<file path="config.mk">
export PLATFORM = sky130hd
export DESIGN_NAME = t2cr_top
export DESIGN_NICKNAME = d
export VERILOG_FILES = /design/src/rtl/t2cr_pkg.sv /design/src/rtl/t2cr_top.sv
export VERILOG_INCLUDE_DIRS = /design/src /design/src/rtl
export SDC_FILE = /design/constraint.sdc
export NUM_CORES = 1
export LEC_CHECK = 0
export BUFFER_PORTS_ARGS = -buffer_cell sky130_fd_sc_hd__buf_4
export CORE_MARGIN = 2
export CORE_UTILIZATION = 30
export CTS_BUF_LIST = sky130_fd_sc_hd__clkbuf_4
export DETAILED_ROUTE_END_ITERATION = 10
export PLACE_DENSITY_LB_ADDON = 0.15
export SYNTH_ARGS = -nofsm -noshare
export SYNTH_HDL_FRONTEND = slang
export SYNTH_SLANG_ARGS = --single-unit
</file>
<file path="constraint.sdc">
create_clock -name clk_i -period 2.1 [get_ports clk_i]
set_input_delay 0.315 -clock clk_i [delete_from_list [all_inputs] [get_ports clk_i]]
set_output_delay 0.315 -clock clk_i [all_outputs]
set_load 0.05 [all_outputs]
</file>
<file path="src/rtl/t2cr_map.svh">
// Register offsets, field positions, reset values and timing counts of the timer
`ifndef T2CR_MAP_SVH
`define T2CR_MAP_SVH
`define T2CR_OFF_CONTROL   4'h0
`define T2CR_OFF_MODE      4'h4
`define T2CR_OFF_COUNT     4'h8
`define T2CR_OFF_HOLD      4'hc
`define T2CR_BIT_OVF       7
`define T2CR_BIT_EXT       6
`define T2CR_BIT_EXTEN     3
`define T2CR_BIT_RUN       2
`define T2CR_BIT_CSRC      1
`define T2CR_BIT_CPRL      0
`define T2CR_BIT_DOWN_COUNT_ENABLE      0
`define T2CR_CNT_MAX       16'hffff
`define T2CR_CNT_RST       16'h0000
`define T2CR_HOLD_RST      16'h0000
`define T2CR_OSC_PER_TICK  4'hc
`define T2CR_RESP_OKAY     2'h0
`define T2CR_RESP_SLVERR   2'h2
`endif

</file>
<file path="src/rtl/t2cr_pkg.sv">
// Types of the capture and auto-reload timer
package t2cr_pkg;
  typedef struct packed {
    logic [3:0]  presc;
    logic        tick;
    logic        evt_smp;
    logic        trg_smp;
    logic [15:0] cnt;
    logic [15:0] hold;
    logic        ovf;
    logic        ext;
    logic        ext_en;
    logic        run;
    logic        csrc;
    logic        cprl;
    logic        down_count_enable;
    logic        irq;
    logic        awready;
    logic        wready;
    logic        aw_got;
    logic        w_got;
    logic [3:0]  awaddr;
    logic [31:0] wdata;
    logic [3:0]  wstrb;
    logic        bvalid;
    logic [1:0]  bresp;
    logic        arready;
    logic        rvalid;
    logic [31:0] rdata;
    logic [1:0]  rresp;
  } t2cr_state_t;
endpackage : t2cr_pkg

</file>
<file path="src/rtl/t2cr_top.sv">
// Sixteen-bit capture and auto-reload timer with an AXI4-Lite register slave
`timescale 1ns/10ps
`include "t2cr_map.svh"

// Notes on behaviour
// - Sixteen-bit counter works as timer or event counter per count source select.
// - Capture and auto-reload modes live here; baud-rate mode is out of scope.
// - Capture mode without trigger enable sets overflow flag on each overflow.
// - Capture with trigger enable copies count into hold on trigger falling edge.
// - Capturing trigger edge sets external flag; both flags share the interrupt, ext flag only while down count enable is zero.
// - Capture mode never reloads and counting continues through captures.
// - Down count enable selects up/down auto-reload, trigger pin picks direction; reset clears it.
// - Up-only auto-reload counts to ffff, sets overflow flag, reloads from hold.
// - Up-only with trigger enable also reloads on trigger falling edge, sets ext flag.
// - Up-only auto-reload requests interrupt while either flag is one.
// - Down count enabled, trigger high: count up, overflow sets flag and reloads.
// - Down count enabled, trigger low: count down, underflow at hold loads ffff.
// - Down count enabled: ext flag toggles on wrap, requests no interrupt.
// - Overflow flag is set only by hardware and cleared only by software.
// - Source select 0 counts oscillator/12 ticks, 1 counts event pin falls.
module t2cr_top (
  input  wire logic        clk_i,
  input  wire logic        rst_i,
  input  wire logic        ext_event_pin_i,
  input  wire logic        ext_trigger_pin_i,
  output logic             timer_irq_o,
  input  wire logic        s_axi_awvalid_i,
  output logic             s_axi_awready_o,
  input  wire logic [31:0] s_axi_awaddr_i,
  input  wire logic        s_axi_wvalid_i,
  output logic             s_axi_wready_o,
  input  wire logic [31:0] s_axi_wdata_i,
  input  wire logic [3:0]  s_axi_wstrb_i,
  output logic             s_axi_bvalid_o,
  input  wire logic        s_axi_bready_i,
  output logic [1:0]       s_axi_bresp_o,
  input  wire logic        s_axi_arvalid_i,
  output logic             s_axi_arready_o,
  input  wire logic [31:0] s_axi_araddr_i,
  output logic             s_axi_rvalid_o,
  input  wire logic        s_axi_rready_i,
  output logic [31:0]      s_axi_rdata_o,
  output logic [1:0]       s_axi_rresp_o
);
  import t2cr_pkg::*;

  t2cr_state_t s;
  t2cr_state_t next_s;

  logic        evt_fall;
  logic        trg_fall;
  logic        step;
  logic        at_max;
  logic        do_wr;
  logic [7:0]  ctl_rd;
  logic [15:0] wr16;
  logic [3:0]  araddr;
  logic        mode_cap;
  logic        mode_up;
  logic        trg_hit;
  logic        wrap_up;
  logic        wrap_down;
  logic [31:0] rd_word;

  //****************************************************************
  // Timer core
  //****************************************************************

  // Edges seen between two successive tick samples
  assign evt_fall = s.tick & s.evt_smp & ~ext_event_pin_i;
  assign trg_fall = s.tick & s.trg_smp & ~ext_trigger_pin_i;
  // Pick tick or event edge, gated by run
  assign step     = s.run & (s.csrc ? evt_fall : s.tick);
  assign at_max   = (s.cnt == `T2CR_CNT_MAX);
  assign do_wr    = s.aw_got & s.w_got & ~s.bvalid;
  assign araddr   = s_axi_araddr_i[3:0];

  //****************************************************************
  // Mode and event decode
  //****************************************************************

  // Capture when select is one, else up-only or up/down auto-reload
  assign mode_cap  = s.cprl;
  assign mode_up   = ~s.cprl & ~s.down_count_enable;
  // Trigger edge that may capture or reload
  assign trg_hit   = trg_fall & s.ext_en;
  // Wrap points of the up/down counter, direction from the live pin
  assign wrap_up   = ext_trigger_pin_i & at_max;
  assign wrap_down = ~ext_trigger_pin_i & (s.cnt == s.hold);

  // Control register image
  always_comb begin
    ctl_rd = 8'h00;
    ctl_rd[`T2CR_BIT_OVF]   = s.ovf;
    ctl_rd[`T2CR_BIT_EXT]   = s.ext;
    ctl_rd[`T2CR_BIT_EXTEN] = s.ext_en;
    ctl_rd[`T2CR_BIT_RUN]   = s.run;
    ctl_rd[`T2CR_BIT_CSRC]  = s.csrc;
    ctl_rd[`T2CR_BIT_CPRL]  = s.cprl;
  end

  // Byte-lane merge for the sixteen-bit registers
  always_comb begin
    wr16 = (s.awaddr == `T2CR_OFF_HOLD) ? s.hold : s.cnt;
    if (s.wstrb[0]) begin
      wr16[7:0] = s.wdata[7:0];
    end
    if (s.wstrb[1]) begin
      wr16[15:8] = s.wdata[15:8];
    end
  end

  //****************************************************************
  // Register read mux
  //****************************************************************

  // Read word select from address bits 3:2; higher addresses alias the four registers
  always_comb begin
    unique case ({araddr[3:2], 2'b00})
      `T2CR_OFF_CONTROL: rd_word = {24'h000000, ctl_rd};
      `T2CR_OFF_MODE:    rd_word = {31'h00000000, s.down_count_enable};
      `T2CR_OFF_COUNT:   rd_word = {16'h0000, s.cnt};
      `T2CR_OFF_HOLD:    rd_word = {16'h0000, s.hold};
      default:           rd_word = 32'h00000000;
    endcase
  end

  // Next-state logic
  always_comb begin
    next_s = s;

    // Machine-cycle tick, one every twelve oscillator clocks
    if (s.presc == `T2CR_OSC_PER_TICK - 4'h1) begin
      next_s.presc = 4'h0;
      next_s.tick  = 1'b1;
    end else begin
      next_s.presc = s.presc + 4'h1;
      next_s.tick  = 1'b0;
    end
    if (s.tick) begin
      next_s.evt_smp = ext_event_pin_i;
      next_s.trg_smp = ext_trigger_pin_i;
    end

    //**************************************************************
    // Software writes, applied first so hardware events win
    //**************************************************************
    if (do_wr) begin
      unique case (s.awaddr)
        `T2CR_OFF_CONTROL: begin
          if (s.wstrb[0]) begin
            // Software may clear the overflow flag but never set it
            if (!s.wdata[`T2CR_BIT_OVF]) begin
              next_s.ovf = 1'b0;
            end
            next_s.ext    = s.wdata[`T2CR_BIT_EXT];
            next_s.ext_en = s.wdata[`T2CR_BIT_EXTEN];
            next_s.run    = s.wdata[`T2CR_BIT_RUN];
            next_s.csrc   = s.wdata[`T2CR_BIT_CSRC];
            next_s.cprl   = s.wdata[`T2CR_BIT_CPRL];
          end
        end
        `T2CR_OFF_MODE: begin
          if (s.wstrb[0]) begin
            next_s.down_count_enable = s.wdata[`T2CR_BIT_DOWN_COUNT_ENABLE];
          end
        end
        `T2CR_OFF_COUNT: next_s.cnt  = wr16;
        `T2CR_OFF_HOLD:  next_s.hold = wr16;
        default: ;
      endcase
    end

    //**************************************************************
    // Counting, capture and reload
    //**************************************************************
    if (mode_cap) begin
      // Capture mode: free running, never reloaded
      if (step) begin
        next_s.cnt = s.cnt + 16'h0001;
        if (at_max) begin
          next_s.ovf = 1'b1;
        end
      end
      if (trg_hit) begin
        next_s.hold = s.cnt;
        next_s.ext  = 1'b1;
      end
    end else if (mode_up) begin
      // Up-only auto-reload
      if (step) begin
        if (at_max) begin
          next_s.cnt = s.hold;
          next_s.ovf = 1'b1;
        end else begin
          next_s.cnt = s.cnt + 16'h0001;
        end
      end
      if (trg_hit) begin
        next_s.cnt = s.hold;
        next_s.ext = 1'b1;
      end
    end else if (step) begin
      // Up/down auto-reload, direction from trigger pin
      if (ext_trigger_pin_i) begin
        if (wrap_up) begin
          next_s.cnt = s.hold;
          next_s.ovf = 1'b1;
          next_s.ext = ~s.ext;
        end else begin
          next_s.cnt = s.cnt + 16'h0001;
        end
      end else begin
        if (wrap_down) begin
          next_s.cnt = `T2CR_CNT_MAX;
          next_s.ovf = 1'b1;
          next_s.ext = ~s.ext;
        end else begin
          next_s.cnt = s.cnt - 16'h0001;
        end
      end
    end

    // Shared request; ext flag silent in up/down mode
    next_s.irq = next_s.ovf | (next_s.ext & ~next_s.down_count_enable);

    //**************************************************************
    // AXI4-Lite write channel
    //**************************************************************
    if (s_axi_awvalid_i && s.awready) begin
      next_s.awaddr  = {s_axi_awaddr_i[3:2], 2'b00};
      next_s.aw_got  = 1'b1;
      next_s.awready = 1'b0;
    end
    if (s_axi_wvalid_i && s.wready) begin
      next_s.wdata  = s_axi_wdata_i;
      next_s.wstrb  = s_axi_wstrb_i;
      next_s.w_got  = 1'b1;
      next_s.wready = 1'b0;
    end
    if (do_wr) begin
      next_s.aw_got = 1'b0;
      next_s.w_got  = 1'b0;
      next_s.bvalid = 1'b1;
      next_s.bresp  = `T2CR_RESP_OKAY;
    end
    if (s.bvalid && s_axi_bready_i) begin
      next_s.bvalid  = 1'b0;
      next_s.awready = 1'b1;
      next_s.wready  = 1'b1;
    end

    //**************************************************************
    // AXI4-Lite read channel
    //**************************************************************
    if (s_axi_arvalid_i && s.arready) begin
      next_s.arready = 1'b0;
      next_s.rvalid  = 1'b1;
      next_s.rresp   = `T2CR_RESP_OKAY;
      next_s.rdata   = rd_word;
    end
    if (s.rvalid && s_axi_rready_i) begin
      next_s.rvalid  = 1'b0;
      next_s.arready = 1'b1;
    end
  end

  // State register
  always_ff @(posedge clk_i) begin
    if (rst_i) begin
      s         <= '0;
      s.cnt     <= `T2CR_CNT_RST;
      s.hold    <= `T2CR_HOLD_RST;
      s.evt_smp <= 1'b1;  // Idle-high pins give no false edge
      s.trg_smp <= 1'b1;
      s.down_count_enable    <= 1'b0;
      s.awready <= 1'b1;
      s.wready  <= 1'b1;
      s.arready <= 1'b1;
    end else begin
      s <= next_s;
    end
  end

  //****************************************************************
  // Outputs, all straight from flops
  //****************************************************************
  assign timer_irq_o     = s.irq;
  assign s_axi_awready_o = s.awready;
  assign s_axi_wready_o  = s.wready;
  assign s_axi_bvalid_o  = s.bvalid;
  assign s_axi_bresp_o   = s.bresp;
  assign s_axi_arready_o = s.arready;
  assign s_axi_rvalid_o  = s.rvalid;
  assign s_axi_rdata_o   = s.rdata;
  assign s_axi_rresp_o   = s.rresp;

endmodule : t2cr_top

</file>
# --- Word-level counts from Yosys, hierarchy flattened ---
# Cells that the tools add are included.
totals:
  ff_bits: 106
  input_bits: 109
  output_inout_bits: 42
  elab_cells: 104
op_classes:
  add_sub_neg: 3
  eq_ne: 9
  n_mux: 35
  bitwise: 20
  n_reduce_logical: 12
ops:
  columns: ["cell", "count"]
  rows:
  - ["2-to-1 mux 16 bit", 15]
  - ["case mux 32 bit (4 select lines)", 1]
  - ["2-to-1 mux 39 bit", 1]
  - ["adder 16 x 1 -> 16 bit, second input constant", 1]
  - ["== test 16 bit", 1]
  - ["== test 16 bit, second input constant", 1]
  - ["2-to-1 mux 8 bit", 2]
  - ["subtractor 16 x 1 -> 16 bit, second input constant", 1]
  - ["bitwise AND 1 bit", 12]
  - ["2-to-1 mux 2 bit", 6]
  - ["2-to-1 mux 6 bit", 2]
  - ["== test 2 bit, second input constant", 4]
  - ["2-to-1 mux 1 bit", 8]
  - ["OR reduction 2 bit", 4]
  - ["NOT 1 bit", 7]
  - ["logical AND 1 bit", 5]
  - ["adder 4 x 1 -> 4 bit, second input constant", 1]
  - ["== test 2 x 1 -> 1 bit, second input constant", 2]
  - ["== test 4 bit, second input constant", 1]
  - ["zero test 4 bit", 1]
  - ["AND reduction 3 bit", 1]
  - ["zero test 2 bit", 1]
  - ["OR 1 bit", 1]

# --- Longest topological paths before layout ---
logic_depth:
  word_depth: 12
  depth_mapped: 10
  mapped_depth_nobuf: 8

# --- Worst setup path after synthesis ---
# OpenSTA, ideal clock, no wires.
synth_timing:
  path_type: "register to register"
  startpoint: "register s[107] in the netlist's numbering"
  endpoint: "register s[121] in the netlist's numbering"
  setup_ns: 0.074
  arrival_ns: 2.024
  required_ns: 2.026
  slack_ns: 0.002
  stages_incl_launch_ff: 11
  path_buffers: 2
  period_less_slack_ns: 2.098
  cell_sequence: "dfxtp_1 buf_2 inv_1 ha_1 or4b_1 buf_2 nor4_1 nand2_1 xor2_1 a221o_1 a31oi_1"
synth_via:
  elab_chain_cells: 7
  elab_cells_between_ends: 16
  cone_classes: "2 x add/sub; 2 x eq/ne; 10 x mux; 2 x bitwise"
synth_lines:
  columns: ["item", "line", "text"]
  rows:
  - ["start, declared", "t2cr_top.sv:47", "t2cr_state_t s;"]
  - ["start signal, assigned", "t2cr_top.sv:281", "s <= next_s;"]
  - ["parallel branches: the longest is 6 deep, another holds subtractor 16 x 1 -> 16 bit", null, null]
  - ["2-to-1 mux 16 bit *", "t2cr_top.sv:177", "if (mode_cap) begin"]
# Mark *: on every way between the ends.
# A chain may end at the register's enable or synchronous reset.

# --- Worst setup path in the final report ---
layout_timing:
  startpoint: "register s[122] in the netlist's numbering"
  endpoint: "register s (netlist bit ctl_rd[6])"
layout_via:
  elab_chain_cells: 7
  elab_cells_between_ends: 10
  cone_classes: "2 x eq/ne; 6 x mux; 2 x bitwise"
layout_lines:
  columns: ["item", "line", "text"]
  rows:
  - ["== test 16 bit, on equally long branches", null, null]
  - ["bitwise AND 1 bit, on equally long branches", "t2cr_top.sv:89, t2cr_top.sv:88", null]
  - ["2-to-1 mux 2 bit, on equally long branches", "t2cr_top.sv:214, t2cr_top.sv:206", null]
  - ["2-to-1 mux 2 bit *", "t2cr_top.sv:205", "if (ext_trigger_pin_i) begin"]
  - ["2-to-1 mux 2 bit *", "t2cr_top.sv:203", "end else if (step) begin"]
  - ["2-to-1 mux 2 bit *", "t2cr_top.sv:189", "end else if (mode_up) begin"]
  - ["2-to-1 mux 2 bit *", "t2cr_top.sv:177", null]
# Mark *: on every way between the ends. The rest lies on a longest branch, timed or not.

==> results.toml <==
[drt]
firstDrtPassIters = 5
drt-total-wl_um = 23190
vias_per_cell = 5.338
wl_per_cell_um = 19.15
drt_iter0_drc = 525
drc = 0
num_vias = 6464
drtAntennaViolNets = 0

[timing]
period_share = 1.017
fin_ws_ns = -0.03486
worstMarginPinSlew_ns = 0.6610
rsz0062_at_grt = "yes"
slew_viol_final = 0
final.setup.tns_ns = -0.1167
setup_viol = 4
min_period_ns = 2.135
finClkSkew_ns = 0.02486
relSlewSlack = 0.5593
hold_violations = 0
max_clock_freq_mhz = 468.4

[critical_path]
endpoint_kind = "flip-flop"
ff2ff_setup_slack_ns = -0.03
rr_startpoint = "s[122]"
reg2reg_depth = 6
cp_max_fo = 6
r2r-end = "ctl_rd[6]"
cp.arrival_ns = 2.51
criticalPathCategory = "flip-flop to flip-flop"
required_ns = 2.47
worstSetupStartpointType = "flip-flop"

[floorplanning]
dieArea_um2 = 21820
die_w_um = 147.7
core_area_um2 = 20230
rows = 52
fp.dieH_um = 147.7
start_util = 0.3063
ioPinCount = 151

[finish]
layout-drive-gt1-share = 0.3032
finalCoreUtilization = 0.3935
fin_nets = 1048
syn2layout_area_growth_pct = 28.47

[clocking]
tritoncts = "done"
ctsRootBufferMaster = "clkbuf_4"
cts_max_path_buffers = 2
numClockSinks = 90
worst_skew_pair.late_latency_ns = 0.49
cts.clk_slew.worst_paths_ns = 0.17
htree_levels = 3
cts_buffers = 9

[logic_synthesis]
yosysWarnings = 0
synthCells = 809
ys_seq_elements = 90
synthesis.area_um2 = 6197
yosysTopAreaCellShare = 0.2907
synth_ff_type = "dfxtp_1"
synth-edff-count = 0
yosysUniqueCellTypes = 81
synth.largest_area_cell = "dfxtp_1"
synth_area_leaders = "dfxtp_1, nand2_1, buf_4, nor2_1, a21oi_1"
ys_seq_area_frac = 0.2907
syn_area_per_cell_um2 = 7.660
yosysMostFrequentCell = "nand2_1"
synth_common_cells = "nand2_1, dfxtp_1, nor2_1"
synthArstFlopShare = 0

[placement]
dp_hpwl_um = 17530
gp_congestion = 0.9244
port_buffers = 52

[run]
maxCapViolCount = 0

[pwr]
p_clk_frac = 0.340
p_leak_nw = 3.327
vdd_ir_drop_max_mv = 0.2900
power_switching_w = 0.001062
p_int_w = 0.002392
power_density_nw_per_um2 = 433.8
sw_frac_of_total = 0.3076
p_seq_frac = 0.518
p_comb_frac = 0.143

[min_path]
hold_end = "s_axi_awready_o"
hold_class = "primary input to flip-flop"
min_from = "s_axi_awvalid_i"
hold_depth = 2

[grt]
grt_antenna_before_repair = 1
grt_pass1_wl_um = 35980
grt_usage = 0.2134
grt_pass1_vias = 6165
globalRouteOverflowTotal = 0
grt_max_degree = 81

[run_status]
outcome = "complete, but fails checks"
violations = "setup timing"
-- registers in the layout, indices dropped and copies added, names as in the netlist --
name	cells
s_axi_wready_o	1
mode_cap	1
timer_irq_o	1
s_axi_rvalid_o	1
s_axi_awready_o	1
s_axi_arready_o	1
s_axi_bvalid_o	1
s	62
ctl_rd	5
s_axi_rdata_o	16
-- power groups by stage --
stage,clock network (W),registers (W),logic (W)
6_report,0.00117,0.00179,0.000492
3_3_place_gp,0,0.00184,0.000485
4_1_cts,0.00121,0.00179,0.000490
3_5_place_dp,0,0.00184,0.000485
5_1_grt,0.00126,0.00180,0.000533
2_1_floorplan,0,0.00184,0.000332
-- layout by cell type (no fill, tap or decap), types with 5 or more instances in the layout --
| cell type | count |
|---|---|
| a211o_1 | 8 |
| a211oi_1 | 6 |
| a21oi_1 | 55 |
| a221o_1 | 6 |
| a22oi_1 | 14 |
| a311oi_1 | 13 |
| a31oi_1 | 5 |
| and3_1 | 8 |
| buf_4 | 189 |
| buf_6 | 5 |
| clkbuf_4 | 9 |
| conb_1 | 20 |
| dfxtp_1 | 72 |
| dfxtp_2 | 9 |
| dfxtp_4 | 9 |
| inv_1 | 12 |
| mux2_2 | 12 |
| mux2i_1 | 26 |
| nand2_1 | 108 |
| nand2b_1 | 11 |
| nand3_1 | 32 |
| nand4_1 | 7 |
| nor2_1 | 83 |
| nor3_1 | 14 |
| nor3_2 | 5 |
| o211ai_1 | 10 |
| o21ai_0 | 38 |
| o21ai_1 | 5 |
| o31ai_1 | 5 |
| xnor2_1 | 20 |
| xnor2_2 | 5 |
| xor2_1 | 14 |
-- cells by family (layout without fill, tap and decap cells) --
logic type	after synthesis	in the layout	synth area share
xor gates and xnor gates	40	40	0.05653
DFF	90	90	0.2907
muxes	39	39	0.06743
buffers and inverters	113	225	0.1001
adders and majority gates	3	3	0.006058
other	1	21	0.0006051
and+or+nand+nor	312	312	0.2447
AOI/OAI and AO/OA	211	211	0.2338
-- worst max path at each step --
stage / startpoint / endpoint / slack, ns / cells past startpoint
floorplan: s[107] / s[121] / 0.002 / 10
global placement: s[109] / s[121] / -0.19 / 6
detailed placement: s[108] / s[113] / -0.13 / 7
CTS: s[108] / s[113] / -0.02 / 8
global route: s[108] / s[113] / -0.12 / 8
finish: s[122] / ctl_rd[6] / -0.03 / 6
-- area by class of cell --
class / instances / area (um2)
clock inverter: 6 / 90.09
multi-input combinational: 625 / 4026
clock buffer: 9 / 67.56
inverter: 12 / 45.04
tap: 270 / 337.8
antenna: 1 / 2.502
fill: 2143 / 12270
sequential: 90 / 1847
timing repair buffer: 198 / 1545
-- what timing repair did --
item	in CTS	in global routing
pin swaps	3	16
endpoints found under the setup margin	16	17
gates cloned	0	0
resized for setup	43	23
hold buffers	1	0
setup buffers	2	2
hold endpoints to repair	1	0
-- stage by stage --
step / cells / power (W) / instance area (um2) / worst slack (ns) / hold slack, ns
final: 1211 / 0.003454 / 7961 / -0.03486 / 0.03612
after global routing: 1211 / 0.003591 / 7961 / -0.1184 / 0.01799
after CTS: 1209 / 0.003492 / 7843 / -0.02449 / 0.007455
after detailed placement: 1191 / 0.002321 / 7525 / -0.1332 / 0.4506
after global placement: 1191 / 0.002321 / 7525 / -0.1887 / 0.4430
after floorplan: 828 / 0.002173 / 6269 / 0.001675 / 0.4154
-- per-layer routing --
layer | up-vias | share of wire | wire (um) | GRT usage
met3 | 45 | 0.057 | 1314 | 0.03148
met1 | 3044 | 0.48 | 11030 | 0.2964
met2 | 250 | 0.44 | 10140 | 0.3360
li1 | 3125 | - | - | -
met4 | 0 | 0.031 | 709 | 0.07837
met5 | - | 0 | 0 | 0
-- critical path: stages, from the launching register on --
cell,delay [ns]
dfxtp_2,0.47
xnor2_1,0.14
nand4_1,0.14
o41a_1,0.60
nor3b_2,0.38
mux2i_1,0.23
nor2_1,0.05
Note: power is estimated with default switching activity, not from simulation.
